## src/rtl/vmw_pkg.sv

```systemverilog
// Purpose: constants for the mezzanine carrier window decode and irq routing
// Assumes: switches are static while the board is in use
// Notes:   route fields packed {line_one, line_zero}, three bits each
// Contract
// - size code zero disables all A24 decode
// - codes 1-8 split window, halves to A,B
// - codes 9-B whole to A, C-E to B
// - base bits from high/low switches, low bits zero
// - window aligned to its size, compare upper bits
// - hit forwards access with slot-relative offset
// - map codes 8-F hide registers, grow id space
// - level fields 6:4 and 2:0, zero disables
// - lowest field bit is level lsb
// - reset routing from map switch, mirrored above 8
// - slot B area sits 0x100 above slot A
package vmw_pkg;
  ////////////////////////////////////////////////////////////////////////////
  // window size codes
  localparam logic [3:0] SIZE_OFF       = 4'h0;
  localparam logic [3:0] SIZE_SPLIT_MAX = 4'h8;
  localparam logic [3:0] SIZE_A_FIRST   = 4'h9;
  localparam logic [3:0] SIZE_B_FIRST   = 4'hc;
  localparam logic [3:0] SIZE_RSVD      = 4'hf;
  localparam logic [4:0] SPLIT_LOG2_MIN = 5'h10;  // 64 KB at code 1
  localparam logic [4:0] WHOLE_LOG2_MIN = 5'h15;  // 2 MB at first whole code
  localparam int         BASE_LSB       = 16;
  ////////////////////////////////////////////////////////////////////////////
  // A16 area layout, offsets within the 512-byte area
  localparam logic [8:0] SLOT_B_OFF     = 9'h100;
  localparam logic [7:0] ID_BASE        = 8'h80;
  localparam logic [7:0] REG_BASE       = 8'hc0;
  localparam logic [8:0] SLOT_A_IRQ_OFF = 9'h0c1;
  localparam logic [8:0] SLOT_B_IRQ_OFF = 9'h1c1;
  localparam logic [7:0] IRQ_REG_OFF    = 8'hc1;
  localparam int         LINE_ONE_LSB   = 4;
  localparam int         LINE_ZERO_LSB  = 0;
  localparam logic [2:0] LEVEL_OFF      = 3'h0;
  ////////////////////////////////////////////////////////////////////////////
  // map switch: bit 3 hides registers, low bits pick a set
  localparam int         MAP_HIDE_BIT   = 3;
  localparam logic [2:0] MAP_LAST_SET   = 3'h4;
  // packed {a0, a1, b0, b1} reset levels per set
  localparam logic [11:0] MAP_SET_0     = 12'h000;
  localparam logic [11:0] MAP_SET_1     = 12'h29c;
  localparam logic [11:0] MAP_SET_2     = 12'h951;
  localparam logic [11:0] MAP_SET_3     = 12'hd19;
  localparam logic [11:0] MAP_SET_4     = 12'h252;
endpackage

```

## src/rtl/vmw_line_route.sv

```systemverilog
// Purpose: steer one slot's two request lines onto vme levels
// Assumes: lines are active high and already synchronous
// Notes:   level zero routes nowhere
`timescale 1ns/1ps
module vmw_line_route (
  input  wire logic       line_zero,
  input  wire logic       line_one,
  input  wire logic [2:0] level_zero,
  input  wire logic [2:0] level_one,
  output logic      [7:1] level_req
);
  // one-hot per line, index is the level itself so bit 0 of the field is its lsb
  always_comb begin
    level_req = 7'h00;
    for (int lv = 1; lv < 8; lv++) begin
      if ((line_zero && level_zero == 3'(lv)) || (line_one && level_one == 3'(lv))) begin
        level_req[lv] = 1'b1;
      end
    end
  end
endmodule

```

## src/rtl/vmw_bridge.sv

```systemverilog
// Purpose: A24 window decode and A16 irq routing registers for two slots
// Assumes: cycles arrive as one-cycle strobes already decoded to this board
// Notes:   answers come one clock after the strobe, all outputs registered
`timescale 1ns/1ps
module vmw_bridge (
  input  wire logic        mclk,
  input  wire logic        reset_n,
  input  wire logic [3:0]  irq_map_select_switch,
  input  wire logic [3:0]  window_size_switch,
  input  wire logic [3:0]  window_base_high_switch,
  input  wire logic [3:0]  window_base_low_switch,
  input  wire logic        a24_cycle,
  input  wire logic [23:0] a24_addr,
  input  wire logic        a16_cycle,
  input  wire logic        a16_write,
  input  wire logic [8:0]  a16_addr,
  input  wire logic [7:0]  a16_wdata,
  input  wire logic        slot_a_line_zero,
  input  wire logic        slot_a_line_one,
  input  wire logic        slot_b_line_zero,
  input  wire logic        slot_b_line_one,
  output logic             mem_sel_a,
  output logic             mem_sel_b,
  output logic [22:0]      mem_offset,
  output logic             a16_ack,
  output logic [7:0]       a16_rdata,
  output logic [1:0]       io_sel,
  output logic [1:0]       id_sel,
  output logic [7:1]       vme_irq_req
);
  ////////////////////////////////////////////////////////////////////////////
  // window geometry from the size switch
  logic        win_en;
  logic        win_split;
  logic        win_only_b;
  logic [4:0]  win_log2;
  logic [23:0] win_mask;
  logic [23:0] half_mask;
  logic [23:0] win_base;
  logic        win_hit;
  logic        win_upper;

  always_comb begin
    win_en     = 1'b1;
    win_split  = 1'b0;
    win_only_b = 1'b0;
    win_log2   = vmw_pkg::SPLIT_LOG2_MIN;
    if (window_size_switch == vmw_pkg::SIZE_OFF ||
        window_size_switch == vmw_pkg::SIZE_RSVD) begin
      win_en = 1'b0;
    end else if (window_size_switch <= vmw_pkg::SIZE_SPLIT_MAX) begin
      win_split = 1'b1;
      win_log2  = 5'(vmw_pkg::SPLIT_LOG2_MIN + {1'b0, window_size_switch} - 5'h01);
    end else if (window_size_switch >= vmw_pkg::SIZE_B_FIRST) begin
      win_only_b = 1'b1;
      win_log2   = 5'(vmw_pkg::WHOLE_LOG2_MIN + {1'b0, window_size_switch}
                      - {1'b0, vmw_pkg::SIZE_B_FIRST});
    end else begin
      win_log2 = 5'(vmw_pkg::WHOLE_LOG2_MIN + {1'b0, window_size_switch}
                    - {1'b0, vmw_pkg::SIZE_A_FIRST});
    end
  end

  // aligned compare: only bits above the window size take part
  assign win_base  = {window_base_high_switch, window_base_low_switch,
                      16'h0000};
  assign win_mask  = 24'((25'h000_0001 << win_log2) - 25'h000_0001);
  assign half_mask = win_mask >> 1;
  assign win_hit   = win_en && ((a24_addr ^ win_base) & ~win_mask) == 24'h00_0000;
  assign win_upper = |(a24_addr & win_mask & ~half_mask);

  ////////////////////////////////////////////////////////////////////////////
  // A24 answer registers
  logic        sel_a_d, sel_a_q;
  logic        sel_b_d, sel_b_q;
  logic [22:0] offset_d, offset_q;

  // offset is relative to the start of the slot's part of the window
  always_comb begin
    sel_a_d  = 1'b0;
    sel_b_d  = 1'b0;
    offset_d = 23'h00_0000;
    if (a24_cycle && win_hit) begin
      if (win_split) begin
        sel_b_d  = win_upper;
        sel_a_d  = !win_upper;
        offset_d = 23'(a24_addr & half_mask);
      end else begin
        sel_b_d  = win_only_b;
        sel_a_d  = !win_only_b;
        offset_d = 23'(a24_addr & win_mask);
      end
    end
  end

  always_ff @(posedge mclk or negedge reset_n) begin
    if (!reset_n) begin
      sel_a_q  <= 1'b0;
      sel_b_q  <= 1'b0;
      offset_q <= 23'h00_0000;
    end else begin
      sel_a_q  <= sel_a_d;
      sel_b_q  <= sel_b_d;
      offset_q <= offset_d;
    end
  end

  assign mem_sel_a  = sel_a_q;
  assign mem_sel_b  = sel_b_q;
  assign mem_offset = offset_q;

  ////////////////////////////////////////////////////////////////////////////
  // A16 decode and routing registers
  logic             regs_on;
  logic             slot;
  logic [7:0]       lo_addr;
  logic             map_valid;
  logic [11:0]      map_set;
  logic             loaded_d, loaded_q;
  logic [1:0][5:0]  route_d, route_q;
  logic             ack_d, ack_q;
  logic [7:0]       rdata_d, rdata_q;
  logic [1:0]       io_d, io_q;
  logic [1:0]       id_d, id_q;

  assign regs_on   = !irq_map_select_switch[vmw_pkg::MAP_HIDE_BIT];
  assign slot      = a16_addr[8];
  assign lo_addr   = a16_addr[7:0];
  assign map_valid = irq_map_select_switch[2:0] <= vmw_pkg::MAP_LAST_SET;

  // set picked by the low bits only, so 8-F mirror 0-7
  always_comb begin
    unique case (irq_map_select_switch[2:0])
      3'h1:    map_set = vmw_pkg::MAP_SET_1;
      3'h2:    map_set = vmw_pkg::MAP_SET_2;
      3'h3:    map_set = vmw_pkg::MAP_SET_3;
      3'h4:    map_set = vmw_pkg::MAP_SET_4;
      default: map_set = vmw_pkg::MAP_SET_0;
    endcase
  end

  // switch is a strap: caught on the first edge after reset, never under it
  always_comb begin
    loaded_d = 1'b1;
    route_d  = route_q;
    ack_d    = a16_cycle;
    rdata_d  = 8'h00;
    io_d     = 2'b00;
    id_d     = 2'b00;
    if (!loaded_q) begin
      route_d[0] = {map_set[8:6], map_set[11:9]};
      route_d[1] = {map_set[2:0], map_set[5:3]};
    end else if (a16_cycle) begin
      if (lo_addr < vmw_pkg::ID_BASE) begin
        io_d[slot] = 1'b1;
      end else if (lo_addr < vmw_pkg::REG_BASE || !regs_on) begin
        id_d[slot] = 1'b1;
      end else if (lo_addr == vmw_pkg::IRQ_REG_OFF) begin
        if (a16_write) begin
          route_d[slot] = {a16_wdata[6:4], a16_wdata[2:0]};
        end else begin
          rdata_d = {1'b0, route_q[slot][5:3], 1'b0, route_q[slot][2:0]};
        end
      end
    end
  end

  always_ff @(posedge mclk or negedge reset_n) begin
    if (!reset_n) begin
      loaded_q <= 1'b0;
      route_q  <= '0;
      ack_q    <= 1'b0;
      rdata_q  <= 8'h00;
      io_q     <= 2'b00;
      id_q     <= 2'b00;
    end else begin
      loaded_q <= loaded_d;
      route_q  <= route_d;
      ack_q    <= ack_d;
      rdata_q  <= rdata_d;
      io_q     <= io_d;
      id_q     <= id_d;
    end
  end

  assign a16_ack   = ack_q;
  assign a16_rdata = rdata_q;
  assign io_sel    = io_q;
  assign id_sel    = id_q;

  ////////////////////////////////////////////////////////////////////////////
  // interrupt routing onto the backplane levels
  logic [7:1] req_a;
  logic [7:1] req_b;
  logic [7:1] irq_d, irq_q;

  vmw_line_route u_route_a (
    .line_zero  (slot_a_line_zero),
    .line_one   (slot_a_line_one),
    .level_zero (route_q[0][2:0]),
    .level_one  (route_q[0][5:3]),
    .level_req  (req_a)
  );

  vmw_line_route u_route_b (
    .line_zero  (slot_b_line_zero),
    .line_one   (slot_b_line_one),
    .level_zero (route_q[1][2:0]),
    .level_one  (route_q[1][5:3]),
    .level_req  (req_b)
  );

  // reserved map positions keep every level quiet
  always_comb begin
    irq_d = (map_valid && loaded_q) ? (req_a | req_b) : 7'h00;
  end

  always_ff @(posedge mclk or negedge reset_n) begin
    if (!reset_n) begin
      irq_q <= 7'h00;
    end else begin
      irq_q <= irq_d;
    end
  end

  assign vme_irq_req = irq_q;
endmodule

```

## config.mk

```make
export PLATFORM = sky130hd
export DESIGN_NAME = vmw_bridge
export DESIGN_NICKNAME = d
export VERILOG_FILES = /design/src/rtl/vmw_pkg.sv /design/src/rtl/vmw_line_route.sv /design/src/rtl/vmw_bridge.sv
export SDC_FILE = /design/constraint.sdc
export NUM_CORES = 1
export LEC_CHECK = 0
export BUFFER_PORTS_ARGS = -buffer_cell sky130_fd_sc_hd__buf_2
export CAP_MARGIN = 20
export CORE_MARGIN = 4
export CORE_UTILIZATION = 35
export DETAILED_ROUTE_END_ITERATION = 16
export PLACE_DENSITY = 0.54
export SLEW_MARGIN = 25
export SYNTH_ARGS = -nofsm -noshare
export SYNTH_HDL_FRONTEND = slang
export SYNTH_SLANG_ARGS = --single-unit
```

## constraint.sdc

```tcl
create_clock -name mclk -period 4 [get_ports mclk]
set_clock_uncertainty 0.2 [all_clocks]
set_input_delay 0.2 -clock mclk [delete_from_list [all_inputs] [get_ports mclk]]
set_output_delay 0.2 -clock mclk [all_outputs]
set_load 0.02 [all_outputs]
```

# --- Word-level counts from Yosys, hierarchy flattened ---
# Index checks and enable logic that the tools add are counted.
classes:
  add_sub_neg: 6
  multipliers: 0
  div: 0
  magnitude_cmp: 7
  eq_ne: 39
  shift: 1
  mux: 57
  bitwise: 8
  reduce_logical: 54
op_table:
  columns: ["operator", "n"]
  rows:
  - ["bitwise AND 24 bit", 3]
  - ["two-way mux 12 bit", 6]
  - ["equality test 3 bit, second input constant", 17]
  - ["two-way mux 7 bit", 7]
  - ["one-hot mux 12 bit (4 select lines)", 1]
  - ["two-way mux 23 bit", 2]
  - ["logical AND 1 bit", 32]
  - ["equality test 3 x 2 -> 1 bit, second input constant", 10]
  - ["two-way mux 1 bit", 25]
  - ["zero test 24 bit", 1]
  - ["NOT 23 -> 24 bit", 1]
  - ["NOT 24 bit", 1]
  - ["OR reduction 24 bit", 1]
  - ["left shift 1 x 5 -> 24 bit, first input constant", 1]
  - ["subtractor 24 x 1 -> 24 bit, second input constant", 1]
  - ["XOR 24 bit", 1]
  - ["bitwise AND 23 bit", 1]
  - ["two-way mux 6 bit", 3]
  - ["logical OR 1 bit", 16]
  - ["less-than comparator 8 bit, second input constant", 2]
  - ["equality test 3 x 1 -> 1 bit, second input constant", 5]
  - ["two-way mux 5 bit", 3]
  - ["two-way mux 2 bit", 7]
  - ["bitwise mux 12 bit", 1]
  - ["other kinds (18)", 24]
word_totals:
  reg_bits: 58
  latch_bits: 0
  ram_bits: 0
  rom_bits: 0
  inputBits: 66
  out_inout_bits: 45
  wordCells: 183
  memories: 0

# --- Longest topological paths before layout ---
depth:
  depth_word: 13
  mapped_depth: 22

# --- By module ---
# From an unflattened synthesis, not the netlist that was laid out.
hier_totals:
  cells_unflattened: 497
  area_unflattened_um2: 4195.3
modules_own_cells:
  columns: ["module", "n_inst", "cells_each", "area_per_inst_um2", "seq_area_each_um2"]
  rows:
  - ["vmw_bridge", 1, 461, 3965.1, 1401.3]
  - ["vmw_line_route", 2, 18, 115.1, 0.0]

# --- Least setup slack after synthesis ---
# No wires, ideal clock.
synth_timing:
  path_type: "input to register"
  from: "input window_size_switch[0]"
  to: "register sel_b_q (netlist: mem_sel_b)"
  setup_ns: 0.138
  arrival_time_ns: 4.604
  setup_slack_ns: -0.942
  stages: 19
  cell_sequence: "ha_1 -> buf_2 -> xnor2_1 -> inv_1 -> ha_1 -> nor2b_1 -> o21a_1 -> o21ai_1 -> a21oi_2 -> nand3_1 -> ha_1 -> buf_1 -> clkinv_1 -> and3_1 -> or4_1 -> or4_1 -> or4_1 -> o41ai_2 -> a21boi_0"
synth_between:
  elab_chain_len: 13
  word_cells_on_any_way: 32
  cone_classes: "6 x add/sub; 2 x order compare; 1 x eq/ne; 1 x shift; 11 x mux; 5 x bitwise; 6 x reduce/logical"
synth_lines:
  columns: ["item", "line_no", "text"]
  rows:
  - ["from (decl)", "vmw_bridge.sv:9", "input wire logic [3:0] window_size_switch,"]
  - ["parallel branches: the longest is 12 deep, another holds subtractor 24 x 1 -> 24 bit", null, null]
  - ["two-way mux 1 bit *", "vmw_bridge.sv:83", "if (a24_cycle && win_hit) begin"]
  - ["net sel_b_d", "vmw_bridge.sv:75", "logic sel_b_d, sel_b_q;"]
  - ["to (signal assigned)", "vmw_bridge.sv:103", "sel_b_q <= sel_b_d;"]
  - ["to (decl)", "vmw_bridge.sv:75", null]
# Mark *: on every way through the listed nets, which the timed path passes.
# A chain may end at the register's enable or synchronous reset.

# --- Final worst setup path ---
layout_timing:
  from: "input window_size_switch[0]"
  to: "register sel_a_q (netlist: mem_sel_a)"
layout_between:
  elab_chain_len: 13
  word_cells_on_any_way: 34
  cone_classes: "6 x add/sub; 2 x order compare; 1 x eq/ne; 1 x shift; 11 x mux; 5 x bitwise; 8 x reduce/logical"
layout_lines:
  columns: ["item", "line_no", "text"]
  rows:
  - ["adder 5 x 4 -> 5 bit", "vmw_bridge.sv:56, vmw_bridge.sv:59", null]
  - ["subtractor 5 x 4 -> 5 bit (on tied branches)", "vmw_bridge.sv:60, vmw_bridge.sv:57", null]
  - ["two-way mux 5 bit", "vmw_bridge.sv:54", "end else if (window_size_switch >= vmw_pkg::SIZE_B_FIRST) begin"]
  - ["two-way mux 5 bit", "vmw_bridge.sv:51", "end else if (window_size_switch <= vmw_pkg::SIZE_SPLIT_MAX) begin"]
  - ["two-way mux 5 bit", "vmw_bridge.sv:48", "if (window_size_switch == vmw_pkg::SIZE_OFF ||"]
  - ["left shift 1 x 5 -> 24 bit", "vmw_bridge.sv:67", "assign win_mask = 24'((25'h000_0001 << win_log2) - 25'h000_0001);"]
  - ["subtractor 24 x 1 -> 24 bit", "vmw_bridge.sv:67", null]
  - ["bitwise AND 24 bit, or another cell as far along", null, null]
  - ["bitwise AND 24 bit (on tied branches)", "vmw_bridge.sv:70, vmw_bridge.sv:69", null]
  - ["OR reduction 24 bit / zero test 24 bit (equally long branches)", "vmw_bridge.sv:70, vmw_bridge.sv:69", null]
  - ["zero test 1 bit / logical AND 1 bit (equally long branches)", "vmw_bridge.sv:86, vmw_bridge.sv:69", null]
  - ["two-way mux 1 bit / logical AND 1 bit (equally long branches)", "vmw_bridge.sv:84, vmw_bridge.sv:83", null]
  - ["two-way mux 1 bit *", "vmw_bridge.sv:83", null]
  - ["net sel_a_d", "vmw_bridge.sv:74", "logic sel_a_d, sel_a_q;"]
  - ["to (signal assigned)", "vmw_bridge.sv:102", "sel_a_q <= sel_a_d;"]
  - ["to (decl)", "vmw_bridge.sv:74", null]
# The timed path passes the listed nets; every way through them passes the cells marked *.

==> flow_summary_export.csv <==
group,metric,value,unit
run_status,status,"completed",
logic_synthesis,syn_area,0.004199,mm^2
worst_setup_path,crit_path_cell_trace,"buf_6 > ha_4 > xnor2_2 > ha_1 > inv_2 > o32ai_4 > o22a_2 > a21oi_4 > nand2_2 > ha_4 > clkinv_4 > and3_1 > or4_1 > or4_1 > or4_4 > o41ai_4 > and3_1",
clock_network,cts_sinks,56,
pwr,p_comb_frac,0.361,
global_routing,grt_max_degree,57,
pwr,switchingPower,569.1,uW
clock_network,insertion_delay,290,ps
timing,tightest_slew,681.5,ps
final_layout,syn2layout_area_growth,39.87,%
floorplan,die_w,117.5,um
global_routing,first_global_vias,4650,
worst_setup_path,worstPathArrival,4010,ps
global_routing,track_usage,0.2183,
global_routing,overflow,0,
placed_design,place_ws,-561.6,ps
pwr,clockPowerShare,0.280,
clock_network,cts_buffers,5,
pwr,pwr-share-seq,0.359,
floorplan,dieArea,0.01381,mm^2
final_layout,post-route-util,0.5078,
floorplan,rows,39,
worst_setup_path,cp_top_family,"simple AND/OR/NAND/NOR gates",
timing,setup_ws,16.70,ps
pwr,peakVddDrop,0.1532,mV
worst_setup_path,cpPeakStageDelay,590,ps
clock_network,cts.clk_slew.worst_paths,70,ps
routing,avgViaCountPerCell,5.660,
timing,slew_headroom,0.5418,
final_layout,layout.nets,745,
timing,period_share,0.9958,
clock_network,cts_root_buffer,"clkbuf_16",
global_routing,grt_pass1_wl,24670,um
pwr,powerDensity,294.7,mW/mm^2
routing,drt_pass1_iterations,5,
routing,drtIter0Drc,380,
timing,hold_viol_final,0,
logic_synthesis,synth_edf_count,0,
worst_setup_path,cp_num_buf_inv,3,
logic_synthesis,syn_area_per_cell,8.483,um^2
final_layout,fin_area,0.005873,mm^2
logic_synthesis,yosys_warnings,0,
routing,drc,0,
timing,clock.fmax,251.0,MHz
logic_synthesis,synth.distinct_cells,75,
logic_synthesis,async_flop_share,1.000,
final_layout,mostFrequentLayoutCells,"104 x buf_2, 89 x buf_4, 56 x dfrtp_1",
floorplan,die_y,117.5,um
routing,wire_per_inst,18.75,um
worst_setup_path,critPathRequiredTime,4020,ps
logic_synthesis,synth-seq-cells,56,
placed_design,gp_congestion,0.9393,
timing,period_minus_slack,3983,ps
worst_setup_path,start_kind,"input pin",
placed_design,port-buffer-count,106,
timing,drv_slew,0,
final_layout,diodes,0,
pwr,p_int,1.162,mW
final_layout,drive_above_1_share,0.3635,
clock_network,h-tree-depth,2,
clock_network,clockBufferDepth,2,
global_routing,antenna_found_initial,0,
clock_network,tritoncts,"done",
placed_design,placed_cell_area,0.005460,mm^2
worst_setup_path,slowest_stage,"or4_4",
routing,wl,15320,um
worst_setup_path,crit_fanout,7,
min_path,min_path_type,"input pin to flip-flop",
floorplan,fp.coreArea,0.01156,mm^2
floorplan,num_io_pins,111,
logic_synthesis,netlist_instances,495,
worst_setup_path,worstSetupEndpointType,"flip-flop",
timing,setup_viol,0,
worst_setup_path,critPathKind,"input pin to flip-flop",
logic_synthesis,seq_area_frac_synth,0.3337,
timing,rsz0062_at_grt,"true",
placed_design,hpwlAfterDp,12300,um
flow_run,max_cap_viol_count,0,
pwr,p_sw_frac,0.3287,
pwr,leakage,2.864,nW
logic_synthesis,yosys_most_used_dff,"dfrtp_1",
final_layout,final_common_cell,"buf_2",
floorplan,start_util,0.3631,
routing,ant_nets,0,
routing,route.vias.total,4624,
stage by stage:
stage          TNS [ps]  std cells  hold slack [ps]  power [mW]
2_1_floorplan    -620.5        496           -295.6      0.9472
3_3_place_gp      -9161        792            166.9       1.215
3_5_place_dp     -11130        792            169.3       1.218
4_1_cts               0        813          0.08640       1.725
5_1_grt          -249.1        817            2.973       1.824
6_report              0        817            5.801       1.731
worst paths after layout:
check / start / slack (ps) / to / cells after the start
min in group asynchronous: reset_n / 370 / a16_rdata[4] / 3
worst min-delay path: a16_addr[6] / 6 / id_sel[0] / 4
worst max-delay path: window_size_switch[0] / 20 / mem_sel_a / 17
worst min register to register: route_q[2] / 500 / route_q[2] / 2
worst max register to register: loaded_q / 2390 / route_q[4] / 3
max in group asynchronous: reset_n / 2780 / mem_offset[4] / 3
power groups by stage:
| stage | Sequential (mW) | Clock, mW | Combinational [mW] |
|---|---|---|---|
| detailed placement | 0.631 | 0 | 0.587 |
| floorplan | 0.620 | 0 | 0.327 |
| global route | 0.624 | 0.522 | 0.678 |
| finish | 0.622 | 0.484 | 0.625 |
| CTS | 0.620 | 0.499 | 0.607 |
| global placement | 0.630 | 0 | 0.585 |
sequential cells by signal (all words and copies together), names as in the netlist:
signal	flops
a16_ack	1
loaded_q	1
id_sel	2
vme_irq_req	7
mem_sel_b	1
route_q	12
a16_rdata	6
mem_sel_a	1
mem_offset	23
io_sel	2
metal layers:
| layer | share of wire | global-route usage | up-vias |
|---|---|---|---|
| met3 | 0.058 | 0.04469 | 34 |
| met2 | 0.51 | 0.3920 | 182 |
| li1 | - | - | 2203 |
| met4 | 0.036 | 0.08205 | 0 |
| met1 | 0.40 | 0.2564 | 2205 |
| met5 | 0 | 0 | - |
logic make-up after synthesis:
family / after synthesis / share of synthesized area
compound gates: 132 / 0.2283
xor+xnor: 15 / 0.03129
fa+ha+maj: 7 / 0.02026
buf+inv: 48 / 0.05244
flops: 56 / 0.3337
mux: 14 / 0.03427
other cells: 2 / 0.001789
simple gates: 221 / 0.2980
Yosys cell counts (6+ instances only):
| library cell | number | area share |
|---|---|---|
| inv_1 | 9 | 0.0080 |
| clkbuf_1 | 22 | 0.020 |
| o31ai_1 | 7 | 0.013 |
| o21ai_0 | 24 | 0.029 |
| and2_1 | 7 | 0.010 |
| buf_2 | 8 | 0.0095 |
| a21oi_1 | 25 | 0.030 |
| nor2b_1 | 8 | 0.012 |
| nand4b_1 | 13 | 0.027 |
| nand3_1 | 15 | 0.018 |
| mux2i_1 | 11 | 0.026 |
| nor3_1 | 11 | 0.013 |
| nor4bb_1 | 12 | 0.029 |
| o21a_1 | 8 | 0.014 |
| nand2_1 | 48 | 0.043 |
| dfrtp_1 | 56 | 0.33 |
| ha_1 | 6 | 0.018 |
| and3_1 | 15 | 0.022 |
| a211oi_1 | 7 | 0.013 |
| nand4_1 | 8 | 0.012 |
| nor2_1 | 43 | 0.038 |
| xnor2_1 | 12 | 0.025 |
repair_timing:
action	CTS	global route
hold endpoints to repair	69	1
setup endpoints to repair	25	18
hold buffers	11	1
pin swaps	3	3
resized for setup	9	12
buffers inserted	2	3
final cells by class:
type                       instances  area [um^2]
clock buffer                       6        128.9
clock inverter                     2        35.03
fill                            1087         5692
inverter                          10        42.54
multi-input combinational        392         2744
sequential                        56         1401
tap                              143        178.9
timing repair buffer             208         1343
tightest hold or removal path: cells and delay by family:
kind	cells	cell delay, ps
buffers and inverters	1	80
AND/OR/NAND/NOR	3	180
(Power assumes the default switching activity.)
